$ cat src/core/adc_conversion_control_regs.svh
`ifndef ADC_CONVERSION_CONTROL_REGS_SVH
`define ADC_CONVERSION_CONTROL_REGS_SVH

// Register word indices, byte address is four times the index
`define ADC_IDX_CTRL0 4'h0
`define ADC_IDX_CTRL1 4'h1
`define ADC_IDX_CTRL2 4'h2
`define ADC_IDX_PIN_SEL 4'h3
`define ADC_IDX_DIR 4'h4
`define ADC_IDX_PULL 4'h5
`define ADC_IDX_RES_HI 4'h6
`define ADC_IDX_RES_LO 4'h7
`define ADC_IDX_INTC 4'h8

// converter_control_zero fields
`define ADC_CTRL0_START 7
`define ADC_CTRL0_BUSY 6
`define ADC_CTRL0_POWER 5
`define ADC_CTRL0_FORMAT 4
`define ADC_CTRL0_CHAN_MSB 3
`define ADC_CTRL0_CHAN_LSB 0
`define ADC_CTRL0_WMASK 8'hBF
`define ADC_CTRL0_RST 8'h00

// converter_control_one fields
`define ADC_CTRL1_SRC_MSB 7
`define ADC_CTRL1_SRC_LSB 5
`define ADC_CTRL1_DIV_MSB 2
`define ADC_CTRL1_DIV_LSB 0
`define ADC_CTRL1_WMASK 8'hE7
`define ADC_CTRL1_RST 8'h00
`define ADC_SRC_EXTERNAL 3'h0

// converter_control_two fields
`define ADC_CTRL2_REF_OUT 4
`define ADC_CTRL2_REF_MSB 3
`define ADC_CTRL2_REF_LSB 0
`define ADC_CTRL2_WMASK 8'h1F
`define ADC_CTRL2_RST 8'h00
`define ADC_REF_PIN_LO 4'h1
`define ADC_REF_PIN_HI 4'h4
`define ADC_REF_BG_LO 4'hA
`define ADC_REF_BG_HI 4'hC
`define ADC_GAIN_UNITY 3'h1

// Port registers
`define ADC_PIN_SEL_RST 8'h00
`define ADC_DIR_RST 8'hFF
`define ADC_PULL_RST 8'h00

// Interrupt control fields
`define ADC_INTC_GIE 0
`define ADC_INTC_CIE 1
`define ADC_INTC_FLAG 2

// Conversion timing in converter clock ticks
`define ADC_SAMPLE_TICKS 5'h04
`define ADC_CONVERT_TICKS 5'h0C
`define ADC_BASE_CYCLES 12'h010

`endif

$ cat src/core/adc_conversion_control_pkg.sv
package adc_conversion_control_pkg;

  typedef enum logic [1:0] {
    SEQ_IDLE = 2'b00,
    SEQ_SAMPLE = 2'b01,
    SEQ_CONVERT = 2'b11
  } seq_state_t;

endpackage : adc_conversion_control_pkg

$ cat src/core/conv_if.sv
`timescale 1ns/1ns
interface conv_if;
  logic go;
  logic abort;
  logic power;
  logic [2:0] div_sel;
  logic busy;
  logic sampling;
  logic step;
  logic done;

  modport ctrl (output go, output abort, output power, output div_sel,
                input busy, input sampling, input step, input done);
  modport seq (input go, input abort, input power, input div_sel,
               output busy, output sampling, output step, output done);
endinterface : conv_if

$ cat src/core/adc_conv_sequencer.sv
`timescale 1ns/1ns
`include "adc_conversion_control_regs.svh"
module adc_conv_sequencer #(
  parameter int DIV_W = 7,
  parameter int PHASE_W = 5
) (
  input wire logic i_clk,
  input wire logic i_reset,
  input wire logic i_clk_en,
  conv_if.seq bus
);
  adc_conversion_control_pkg::seq_state_t state_reg;
  logic [DIV_W-1:0] div_cnt_reg;
  logic [DIV_W-1:0] div_mask;
  logic [PHASE_W-1:0] phase_reg;
  logic [PHASE_W-1:0] last_phase;
  logic tick;
  logic run_ok;
  logic done_reg;
  logic step_reg;

  // Divide by two to the power of the select code
  assign div_mask = DIV_W'((1 << bus.div_sel) - 1);
  assign tick = &(div_cnt_reg | ~div_mask);
  assign last_phase = PHASE_W'(`ADC_SAMPLE_TICKS + `ADC_CONVERT_TICKS - 5'h01);
  assign run_ok = bus.power && !bus.abort;

  always_ff @(posedge i_clk or posedge i_reset) begin
    if (i_reset) begin
      state_reg <= adc_conversion_control_pkg::SEQ_IDLE;
      div_cnt_reg <= '0;
      phase_reg <= '0;
    end else if (i_clk_en) begin
      if (!run_ok) begin
        state_reg <= adc_conversion_control_pkg::SEQ_IDLE;
        div_cnt_reg <= '0;
        phase_reg <= '0;
      end else begin
        unique case (state_reg)
          adc_conversion_control_pkg::SEQ_IDLE: begin
            if (bus.go) begin
              state_reg <= adc_conversion_control_pkg::SEQ_SAMPLE;
              div_cnt_reg <= '0;
              phase_reg <= '0;
            end
          end
          adc_conversion_control_pkg::SEQ_SAMPLE,
          adc_conversion_control_pkg::SEQ_CONVERT: begin
            div_cnt_reg <= tick ? '0 : DIV_W'(div_cnt_reg + 1'b1);
            if (tick) begin
              phase_reg <= PHASE_W'(phase_reg + 1'b1);
              if (state_reg == adc_conversion_control_pkg::SEQ_SAMPLE &&
                  phase_reg == PHASE_W'(`ADC_SAMPLE_TICKS - 5'h01)) begin
                state_reg <= adc_conversion_control_pkg::SEQ_CONVERT;
              end
              if (state_reg == adc_conversion_control_pkg::SEQ_CONVERT && phase_reg == last_phase) begin
                state_reg <= adc_conversion_control_pkg::SEQ_IDLE;
              end
            end
          end
          default: begin
            state_reg <= adc_conversion_control_pkg::SEQ_IDLE;
          end
        endcase
      end
    end
  end

  always_ff @(posedge i_clk or posedge i_reset) begin
    if (i_reset) begin
      done_reg <= 1'b0;
      step_reg <= 1'b0;
    end else if (i_clk_en) begin
      done_reg <= run_ok && tick && phase_reg == last_phase &&
                  state_reg == adc_conversion_control_pkg::SEQ_CONVERT;
      step_reg <= run_ok && tick && state_reg == adc_conversion_control_pkg::SEQ_CONVERT;
    end
  end

  assign bus.busy = state_reg != adc_conversion_control_pkg::SEQ_IDLE;
  assign bus.sampling = state_reg == adc_conversion_control_pkg::SEQ_SAMPLE;
  assign bus.done = done_reg;
  assign bus.step = step_reg;
endmodule : adc_conv_sequencer

$ cat src/core/adc_conversion_control.sv
// Added by the designer: the register offsets and register access over Avalon-MM.
`timescale 1ns/1ns
`include "adc_conversion_control_regs.svh"
// Operation
// - Analog-selected pin routes to converter, exclusively
// - Analog pin drops its pull-high resistor
// - Analog pin ignores port direction setting
// - Reference from pin, supply or bandgap
// - Four sample ticks then twelve convert ticks
// - Conversion runs on its own once started
// - Power enable low keeps converter unpowered
// - Source field picks external or internal signal
// - Format bit arranges result across bytes
// - Start high resets, start low begins
// - Busy high during conversion, result then valid
// - Result twelve bits, full scale FFF
// - Writing 20h powers and selects channel zero
// - Writing 01h makes channel zero pin analog
// - Divider code gives clock over two to code
// - Completion sets flag, enables gate interrupt
module adc_conversion_control #(
  parameter int PINS = 8,
  parameter int LEN_W = 12
) (
  input wire logic i_clk,
  input wire logic i_reset,
  input wire logic i_clk_en,
  input wire logic [5:0] i_avs_address,
  input wire logic i_avs_read,
  input wire logic i_avs_write,
  input wire logic [31:0] i_avs_writedata,
  input wire logic [3:0] i_avs_byteenable,
  output logic [31:0] o_avs_readdata,
  output logic o_avs_waitrequest,
  input wire logic [11:0] i_core_result,
  input wire logic i_irq_ack,
  output logic [PINS-1:0] o_pin_analog,
  output logic [PINS-1:0] o_pin_pullup,
  output logic [PINS-1:0] o_pin_output_enable,
  output logic [PINS-1:0] o_channel_connect,
  output logic [2:0] o_internal_source,
  output logic o_internal_connect,
  output logic o_ref_from_pin,
  output logic o_ref_from_bandgap,
  output logic [2:0] o_ref_gain,
  output logic o_ref_output_enable,
  output logic o_converter_power,
  output logic o_converter_reset,
  output logic o_sampling,
  output logic o_conv_step,
  output logic o_conversion_done,
  output logic o_irq_request
);
  conv_if seq_bus ();

  logic wait_reg;
  logic [31:0] rdata_reg;
  logic [7:0] ctrl0_reg;
  logic [7:0] ctrl1_reg;
  logic [7:0] ctrl2_reg;
  logic [PINS-1:0] pin_sel_reg;
  logic [PINS-1:0] dir_reg;
  logic [PINS-1:0] pull_reg;
  logic gie_reg;
  logic cie_reg;
  logic flag_reg;
  logic go_reg;
  logic [11:0] result_reg;
  logic [2:0] div_at_go_reg;
  logic [LEN_W-1:0] busy_cycles_reg;

  logic req;
  logic accept;
  logic wr_en;
  logic [3:0] idx;
  logic [7:0] wbyte;
  logic [7:0] res_hi;
  logic [7:0] res_lo;
  logic [7:0] ctrl0_read;
  logic [31:0] rdata_next;
  logic start_bit;
  logic power_bit;
  logic [3:0] chan_sel;
  logic [2:0] src_sel;
  logic [3:0] ref_sel;
  logic ext_source;
  logic ref_pin_next;
  logic ref_bg_next;
  logic [PINS-1:0] pull_next;
  logic [PINS-1:0] oe_next;
  logic [PINS-1:0] connect_next;

  // Avalon slave: one wait cycle, then the access is taken
  assign req = i_avs_read || i_avs_write;
  assign accept = req && !wait_reg;
  assign wr_en = i_avs_write && !wait_reg && i_avs_byteenable[0];
  assign idx = i_avs_address[5:2];
  assign wbyte = i_avs_writedata[7:0];

  assign start_bit = ctrl0_reg[`ADC_CTRL0_START];
  assign power_bit = ctrl0_reg[`ADC_CTRL0_POWER];
  assign chan_sel = ctrl0_reg[`ADC_CTRL0_CHAN_MSB:`ADC_CTRL0_CHAN_LSB];
  assign src_sel = ctrl1_reg[`ADC_CTRL1_SRC_MSB:`ADC_CTRL1_SRC_LSB];
  assign ref_sel = ctrl2_reg[`ADC_CTRL2_REF_MSB:`ADC_CTRL2_REF_LSB];
  assign ext_source = src_sel == `ADC_SRC_EXTERNAL;

  always_ff @(posedge i_clk or posedge i_reset) begin
    if (i_reset) begin
      wait_reg <= 1'b1;
      rdata_reg <= 32'h0000_0000;
    end else if (i_clk_en) begin
      if (accept) begin
        wait_reg <= 1'b1;
      end else if (req) begin
        wait_reg <= 1'b0;
        rdata_reg <= i_avs_read ? rdata_next : 32'h0000_0000;
      end
    end
  end

  // Result arrangement: format low is left-justified, high is right-justified
  always_comb begin
    if (ctrl0_reg[`ADC_CTRL0_FORMAT]) begin
      res_hi = {4'h0, result_reg[11:8]};
      res_lo = result_reg[7:0];
    end else begin
      res_hi = result_reg[11:4];
      res_lo = {result_reg[3:0], 4'h0};
    end
  end

  always_comb begin
    ctrl0_read = ctrl0_reg;
    ctrl0_read[`ADC_CTRL0_BUSY] = seq_bus.busy;
    rdata_next = 32'h0000_0000;
    case (idx)
      `ADC_IDX_CTRL0: rdata_next = 32'(ctrl0_read);
      `ADC_IDX_CTRL1: rdata_next = 32'(ctrl1_reg);
      `ADC_IDX_CTRL2: rdata_next = 32'(ctrl2_reg);
      `ADC_IDX_PIN_SEL: rdata_next = 32'(pin_sel_reg);
      `ADC_IDX_DIR: rdata_next = 32'(dir_reg);
      `ADC_IDX_PULL: rdata_next = 32'(pull_reg);
      `ADC_IDX_RES_HI: rdata_next = 32'(res_hi);
      `ADC_IDX_RES_LO: rdata_next = 32'(res_lo);
      `ADC_IDX_INTC: rdata_next = 32'({flag_reg, cie_reg, gie_reg});
      default: rdata_next = 32'h0000_0000;
    endcase
  end

  // Converter control registers
  always_ff @(posedge i_clk or posedge i_reset) begin
    if (i_reset) begin
      ctrl0_reg <= `ADC_CTRL0_RST;
      ctrl1_reg <= `ADC_CTRL1_RST;
      ctrl2_reg <= `ADC_CTRL2_RST;
    end else if (i_clk_en && wr_en) begin
      if (idx == `ADC_IDX_CTRL0) begin
        ctrl0_reg <= wbyte & `ADC_CTRL0_WMASK;
      end
      if (idx == `ADC_IDX_CTRL1) begin
        ctrl1_reg <= wbyte & `ADC_CTRL1_WMASK;
      end
      if (idx == `ADC_IDX_CTRL2) begin
        ctrl2_reg <= wbyte & `ADC_CTRL2_WMASK;
      end
    end
  end

  // Port function, direction and pull-high registers
  always_ff @(posedge i_clk or posedge i_reset) begin
    if (i_reset) begin
      pin_sel_reg <= PINS'(`ADC_PIN_SEL_RST);
      dir_reg <= PINS'(`ADC_DIR_RST);
      pull_reg <= PINS'(`ADC_PULL_RST);
    end else if (i_clk_en && wr_en) begin
      if (idx == `ADC_IDX_PIN_SEL) begin
        pin_sel_reg <= PINS'(wbyte);
      end
      if (idx == `ADC_IDX_DIR) begin
        dir_reg <= PINS'(wbyte);
      end
      if (idx == `ADC_IDX_PULL) begin
        pull_reg <= PINS'(wbyte);
      end
    end
  end

  // Start falling edge launches a conversion one cycle later, after the reset level is gone
  always_ff @(posedge i_clk or posedge i_reset) begin
    if (i_reset) begin
      go_reg <= 1'b0;
    end else if (i_clk_en) begin
      go_reg <= wr_en && idx == `ADC_IDX_CTRL0 && start_bit && !wbyte[`ADC_CTRL0_START];
    end
  end

  assign seq_bus.go = go_reg;
  assign seq_bus.abort = start_bit;
  assign seq_bus.power = power_bit;
  assign seq_bus.div_sel = ctrl1_reg[`ADC_CTRL1_DIV_MSB:`ADC_CTRL1_DIV_LSB];

  adc_conv_sequencer u_seq (
    .i_clk(i_clk),
    .i_reset(i_reset),
    .i_clk_en(i_clk_en),
    .bus(seq_bus.seq)
  );

  // Result held until the next completed conversion
  always_ff @(posedge i_clk or posedge i_reset) begin
    if (i_reset) begin
      result_reg <= 12'h000;
    end else if (i_clk_en && seq_bus.done) begin
      result_reg <= i_core_result;
    end
  end

  // Interrupt enables and request flag; completion wins over any clear
  always_ff @(posedge i_clk or posedge i_reset) begin
    if (i_reset) begin
      gie_reg <= 1'b0;
      cie_reg <= 1'b0;
      flag_reg <= 1'b0;
    end else if (i_clk_en) begin
      if (wr_en && idx == `ADC_IDX_INTC) begin
        gie_reg <= wbyte[`ADC_INTC_GIE];
        cie_reg <= wbyte[`ADC_INTC_CIE];
      end
      if (seq_bus.done) begin
        flag_reg <= 1'b1;
      end else if (i_irq_ack) begin
        flag_reg <= 1'b0;
      end else if (wr_en && idx == `ADC_IDX_INTC) begin
        flag_reg <= wbyte[`ADC_INTC_FLAG];
      end
    end
  end

  // Pin function overrides
  for (genvar i = 0; i < PINS; i++) begin : g_pin
    assign pull_next[i] = pull_reg[i] && !pin_sel_reg[i];
    assign oe_next[i] = !dir_reg[i] && !pin_sel_reg[i];
    assign connect_next[i] = power_bit && ext_source && pin_sel_reg[i] && chan_sel == 4'(i);
  end

  assign ref_pin_next = ref_sel >= `ADC_REF_PIN_LO && ref_sel <= `ADC_REF_PIN_HI;
  assign ref_bg_next = ref_sel >= `ADC_REF_BG_LO && ref_sel <= `ADC_REF_BG_HI;

  always_ff @(posedge i_clk or posedge i_reset) begin
    if (i_reset) begin
      o_pin_analog <= '0;
      o_pin_pullup <= '0;
      o_pin_output_enable <= '0;
      o_channel_connect <= '0;
      o_internal_source <= 3'h0;
      o_internal_connect <= 1'b0;
      o_ref_from_pin <= 1'b0;
      o_ref_from_bandgap <= 1'b0;
      o_ref_gain <= `ADC_GAIN_UNITY;
      o_ref_output_enable <= 1'b0;
    end else if (i_clk_en) begin
      o_pin_analog <= pin_sel_reg;
      o_pin_pullup <= pull_next;
      o_pin_output_enable <= oe_next;
      o_channel_connect <= connect_next;
      o_internal_source <= src_sel;
      o_internal_connect <= power_bit && !ext_source;
      o_ref_from_pin <= ref_pin_next && !ref_bg_next;
      o_ref_from_bandgap <= ref_bg_next;
      o_ref_gain <= (ref_pin_next || ref_bg_next) ? ref_sel[2:0] : `ADC_GAIN_UNITY;
      o_ref_output_enable <= power_bit && ctrl2_reg[`ADC_CTRL2_REF_OUT];
    end
  end

  always_ff @(posedge i_clk or posedge i_reset) begin
    if (i_reset) begin
      o_converter_power <= 1'b0;
      o_converter_reset <= 1'b1;
      o_sampling <= 1'b0;
      o_conv_step <= 1'b0;
      o_conversion_done <= 1'b0;
      o_irq_request <= 1'b0;
    end else if (i_clk_en) begin
      o_converter_power <= power_bit;
      o_converter_reset <= start_bit || !power_bit;
      o_sampling <= seq_bus.sampling;
      o_conv_step <= seq_bus.step;
      o_conversion_done <= seq_bus.done;
      o_irq_request <= flag_reg && gie_reg && cie_reg;
    end
  end

  assign o_avs_waitrequest = wait_reg;
  assign o_avs_readdata = rdata_reg;

  // Helper: cycles spent busy in the current conversion
  always_ff @(posedge i_clk or posedge i_reset) begin
    if (i_reset) begin
      busy_cycles_reg <= '0;
      div_at_go_reg <= 3'h0;
    end else if (i_clk_en) begin
      if (go_reg) begin
        busy_cycles_reg <= '0;
        div_at_go_reg <= seq_bus.div_sel;
      end else if (seq_bus.busy) begin
        busy_cycles_reg <= LEN_W'(busy_cycles_reg + 1'b1);
      end
    end
  end
endmodule : adc_conversion_control

$ cat config.mk
export PLATFORM = sky130hd
export DESIGN_NAME = adc_conversion_control
export DESIGN_NICKNAME = d
export VERILOG_FILES = /design/src/core/adc_conversion_control_pkg.sv /design/src/core/conv_if.sv /design/src/core/adc_conv_sequencer.sv /design/src/core/adc_conversion_control.sv
export VERILOG_INCLUDE_DIRS = /design/src /design/src/core
export SDC_FILE = /design/constraint.sdc
export NUM_CORES = 1
export LEC_CHECK = 0
export ABC_AREA = 1
export BUFFER_PORTS_ARGS = -buffer_cell sky130_fd_sc_hd__buf_2
export CORE_ASPECT_RATIO = 1.4
export CORE_MARGIN = 5
export CORE_UTILIZATION = 55
export DETAILED_ROUTE_END_ITERATION = 6
export GPL_TIMING_DRIVEN = 0
export PLACE_DENSITY_LB_ADDON = 0.15
export SYNTH_ARGS = -nofsm -noshare
export SYNTH_HDL_FRONTEND = slang
export SYNTH_HIERARCHICAL = 1
export SYNTH_SLANG_ARGS = --single-unit
$ cat constraint.sdc
create_clock -name i_clk -period 4.15 [get_ports i_clk]
set_clock_uncertainty 0.05 [all_clocks]
set_input_delay 0.6225 -clock i_clk [delete_from_list [all_inputs] [get_ports i_clk]]
set_output_delay 0.6225 -clock i_clk [all_outputs]
set_load 0.05 [all_outputs]
# Yosys cells after proc, flatten, opt, wreduce, memory -nomap -nowiden
# Cells that the tools add are included.
# classes
n_addsub,3
mul,0
div_mod_pow,0
n_lt_le_gt_ge,4
n_eq_ne,23
shift,1
n_mux,24
n_bitwise,3
reduce_logical,103
# op_table
op,n
8-bit one-hot mux with 9 select lines,1
1-bit logical AND,56
"4-bit by 3-bit == test with 1-bit output, second input constant",8
32-bit 2-to-1 mux,1
1-bit zero test,22
7-bit 2-to-1 mux,3
2-bit AND reduction,9
"4-bit by 2-bit == test with 1-bit output, second input constant",4
8-bit 2-to-1 mux,2
5-bit 2-to-1 mux,3
7-bit one-hot mux with 2 select lines,1
2-bit 2-to-1 mux,5
5-bit one-hot mux with 2 select lines,1
"4-bit by 1-bit == test with 1-bit output, second input constant",2
4-bit zero test,2
4-bit AND reduction,2
"7-bit by 1-bit adder with 7-bit output, second input constant",1
7-bit NOT,1
7-bit OR,1
7-bit AND reduction,1
"1-bit by 3-bit left shift with 7-bit output, first input constant",1
"7-bit by 2-bit subtractor with 7-bit output, second input constant",1
"3-bit != test, second input constant",2
3-bit AND reduction,2
22 further kinds,29
# word_totals
reg_bits,155
latch_bits,0
ram_bits,0
mem_bits_ro,0
output_inout_bits,81
wordCells,195
n_memories,0

# Depth between registers and ports, before layout
# logic_depth
depth_word,8
mapped_depth,10

# By module
# Netlist, hierarchy kept.
# by_module_without_submodules
module,n_inst,cells_each,area_per_inst_um2
adc_conversion_control,1,655,5386.4
adc_conv_sequencer,1,138,1029.7

# Worst setup path after synthesis
# OpenSTA, ideal clock, no wires.
# synth_path
kind,reg-to-reg
start,register u_seq.phase_reg[0]
end,register u_seq.state_reg[1]
setup_ps,117
t_arrival_ps,1498
t_required_ps,3983
path_slack_ps,2485
path_stages_with_launch,8
n_path_buf,0
synth_period_minus_slack_ps,1665
cell_sequence,dfrtp_1 ha_1 and3_1 ha_1 a211oi_1 a21oi_1 nand3_1 nand2_1
# synth_via
elab_chain_cells,6
word_cells_on_any_way,10
classes_between,3 x eq/ne; 4 x mux; 3 x reduce/logical
# synth_rtl
item,line,rtl
from (decl),adc_conv_sequencer.sv:15,logic [PHASE_W-1:0] phase_reg;
from (signal assigned),adc_conv_sequencer.sv:51,phase_reg <= PHASE_W'(phase_reg + 1'b1);
5-bit by 4-bit == test with 1-bit output,adc_conv_sequencer.sv:56,if (state_reg == adc_conversion_control_pkg::SEQ_CONVERT && phase_reg == last_phase) begin
1-bit logical AND,adc_conv_sequencer.sv:56,
2-bit 2-to-1 mux,adc_conv_sequencer.sv:56,
2-bit 2-to-1 mux,adc_conv_sequencer.sv:50,if (tick) begin
2-bit one-hot mux with 2 select lines,adc_conv_sequencer.sv:39,unique case (state_reg)
2-bit 2-to-1 mux,adc_conv_sequencer.sv:34,if (!run_ok) begin
to (signal assigned),adc_conv_sequencer.sv:35,state_reg <= adc_conversion_control_pkg::SEQ_IDLE;
to (signal assigned),adc_conv_sequencer.sv:42,state_reg <= adc_conversion_control_pkg::SEQ_SAMPLE;
to (signal assigned),adc_conv_sequencer.sv:57,state_reg <= adc_conversion_control_pkg::SEQ_IDLE;
to (decl),adc_conv_sequencer.sv:12,adc_conversion_control_pkg::seq_state_t state_reg;
# Several ways; a longest one is shown, not always the timed one. The select of a mux whose other input is x is not followed.
# A chain may end at the register's enable or synchronous reset.

==> summary.txt <==
Synth
  – FFs w/ async S/R, synth: 100%
  – Netlist cell types: 37
  – Synthesized area: 6420 um^2
  – EDFF count, synth: 0
  – Sequential fraction of the synthesis area: 51.3%
  – Dominant synthesized flop cell: dfrtp_1
  – Top cell type's share of synthesized area: 46.8%
  – Synthesized instance count: 793
  – Post-synthesis register bit count: 131
  – Mean Syn Cell Area: 8.09 um^2
  – Warnings from Yosys: 6
  – Ranking of synthesized cells by area: dfrtp_1 (47%), nand2_1 (16%), dfstp_2 (4.5%), nor2_1 (4.2%), o21ai_0 (3.9%)
  – Cell accounting for the most synthesized area: dfrtp_1

STA
  – Worst rel slew slack: 56.6%
  – Final Cycle Share: 46.9%
  – Fin. max-slew vios: 0
  – Minimum clock period: 1.95 ns
  – Setup tns final: 0 ns
  – Final setup violation count: 0
  – RSZ-0062 raised after global routing: no
  – FMAX: 0.513 GHz
  – Slew @ Worst Pin: 0.651 ns
  – Final hold violations: 0

Pwr
  – Total power: 0.00399 W
  – Max VDD drop: 0.264 mV
  – Static Leak: 4.10 nW
  – PD cells: 516 nW/um^2

Route
  – Via density: 5.27
  – Drt total wl: 17800 um
  – TritonRoute pass-1 iters: 5
  – Wire per inst: 16.5 um
  – Routed Antenna Nets: 0
  – Total number of vias: 5691
  – Post-route DRC: 0
  – DR iter-0 viols: 295

Die
  – I/O pins: 141
  – Full die area: 14000 um^2
  – Die Y: 138 um
  – Core Rows: 46
  – Starting Density: 56.3%
  – Core area: 11400 um^2
  – Die X: 101 um

Clock network
  – Clock transition at path regs: 0.06 ns
  – CTS-repair resized insts: 0
  – CTS Root Cell: clkbuf_16
  – Max Root-Sink Buffers: 2
  – Clk_lat worst skew: 0.42 ns
  – TritonCTS buffer count: 17
  – Clk sink count: 131
  – Setup bufs post-CTS: 0
  – TritonCTS clock tree: yes
  – H-tree depth: 4
  – Hold_buf cts: 0

Worst setup path
  – Crit-path max FO: 10
  – Max incr delay on CP: 0.54 ns
  – Critical Path RT: 4.42 ns
  – Worst R2R Start: u_seq/phase_reg[0]
  – Most frequent CP cell: clkbuf_1
  – Reg2reg end: u_seq/state_reg[0]
  – Crit Path Class: primary input to flop
  – R2R depth: 8
  – CP Cell Sequence: buf_2 > inv_2 > clkbuf_1 > clkbuf_1 > nand2_1 > o31ai_1
  – Worst reg-to-reg setup slack: 2.29 ns
  – CP max stage cell: clkbuf_1
  – Arrival @ worst endpoint: 2.21 ns
  – Nature of the critical path startpoint: primary input
  – Crit. End Element: flop

Global routing
  – Vias in the first global route: 5424
  – GRT Overall Usage: 26.2%
  – First-pass GRT wire length: 27800 um
  – Grt ovf: 0
  – Initial antenna violation count: 0
  – Largest net degree at the start of global routing: 65

Run status
  – Status: completed

Place
  – Port-buffer cells: 86
  – Post-DP HPWL: 13400 um
  – Routability Congestion: 0.965

Layout
  – # diodes: 0
  – Area Overhead vs Synth: 20.4%
  – Layout net count: 985
  – Max FFs per register: 12
  – Share of layout cells above drive strength 1: 23.4%

Job
  – Max Cap Viol: 0

Hold path
  – Hold Crit Class: primary input to async pin
## area by class of cell
| class | count | area, um^2 |
|---|---|---|
| fillers | 1002 | 3670 |
| flip-flops and latches | 131 | 3290 |
| multi-input cells | 575 | 2680 |
| repair buffers | 87 | 458 |
| clock buffers | 18 | 439 |
| plain buffers | 45 | 289 |
| inverters | 65 | 246 |
| well taps | 144 | 180 |
| clock inverters | 14 | 143 |
## Yosys cell counts, drive strengths merged (2+ instances only)
master and number:
nand4 11, o22ai 2, nor3 4, nor2 87, o31ai 6, o21a 2, dfstp 11, xor2 4
o21ai 73, dfrtp 120, nand2 287, a21oi 6, clkbuf 7, ha 3, a22o 8, buf 38
nand3 52, inv 65
## how the worst max path moves through the flow
stage / to / startpoint / slack, ns
after floorplan: cie_reg / i_reset / 0.45
after global placement: o_avs_readdata[1] / i_reset / -0.70
after detailed placement: o_pin_output_enable[6] / i_clk_en / 1.74
after CTS: o_pin_output_enable[6] / i_clk_en / 2.17
after global routing: o_pin_output_enable[6] / i_clk_en / 2.05
final: o_pin_output_enable[6] / i_clk_en / 2.20
## per-stage QoR
stage / util (%) / hold slack [ns] / std cells / area, um^2 / setup WS, ns
6_report: 67.8 / 0.247 / 1079 / 7720 / 2.20
5_1_grt: 67.8 / 0.293 / 1079 / 7720 / 2.05
4_1_cts: 67.8 / 0.272 / 1079 / 7720 / 2.17
3_5_place_dp: 62.7 / 0.412 / 1047 / 7140 / 1.74
3_3_place_gp: 62.4 / 0.403 / 1046 / 7110 / -0.696
2_1_floorplan: - / 0.392 / 816 / 6500 / 0.452
## critical path, delay by kind of cell
family / cells / cell delay (ns)
compound gates: 1 / 0.13
buf+inv: 4 / 1.30
simple gates: 1 / 0.16
## logic make-up after synthesis
kind of cell	Yosys count	synth area share (%)
compound gates	100	9.38
fa+ha+maj	3	0.585
buf+inv	110	8.31
simple gates	443	29.7
xor+xnor	5	0.682
flops	131	51.3
other cells	1	0.0584
## routing by layer
layer | up-vias | track usage [%] | share of wire (%)
li1 | 2751 | - | -
met1 | 2679 | 31.2 | 38
met2 | 211 | 45.3 | 51
met3 | 50 | 4.96 | 6.2
met4 | 0 | 12.1 | 4.3
met5 | - | 0 | 0
## report_power, final
group	leakage, nW	internal [W]	switching, W
clock	0.282	0.000858	0.000611
combinational	2.12	0.000227	0.000661
sequential	1.70	0.00146	0.000174
total	4.10	0.00254	0.00145
## layout by cell type, fill, tap and decap left out, drive strengths merged, types with 2 or more instances in the layout
cell type	Yosys	routed
buf	38	125
inv	65	72
o31ai	6	6
nand4	11	11
ha	3	3
dfstp	11	11
clkbuf	7	25
nor3	4	4
o22ai	2	2
a22o	8	8
o21a	2	2
nand2	287	287
xor2	4	4
nor2	87	87
a21oi	6	6
nand3	52	52
dfrtp	120	120
clkinv	0	4
o21ai	73	73
clkinvlp	0	2
conb	1	24
Power figures use the tool's default switching activity.
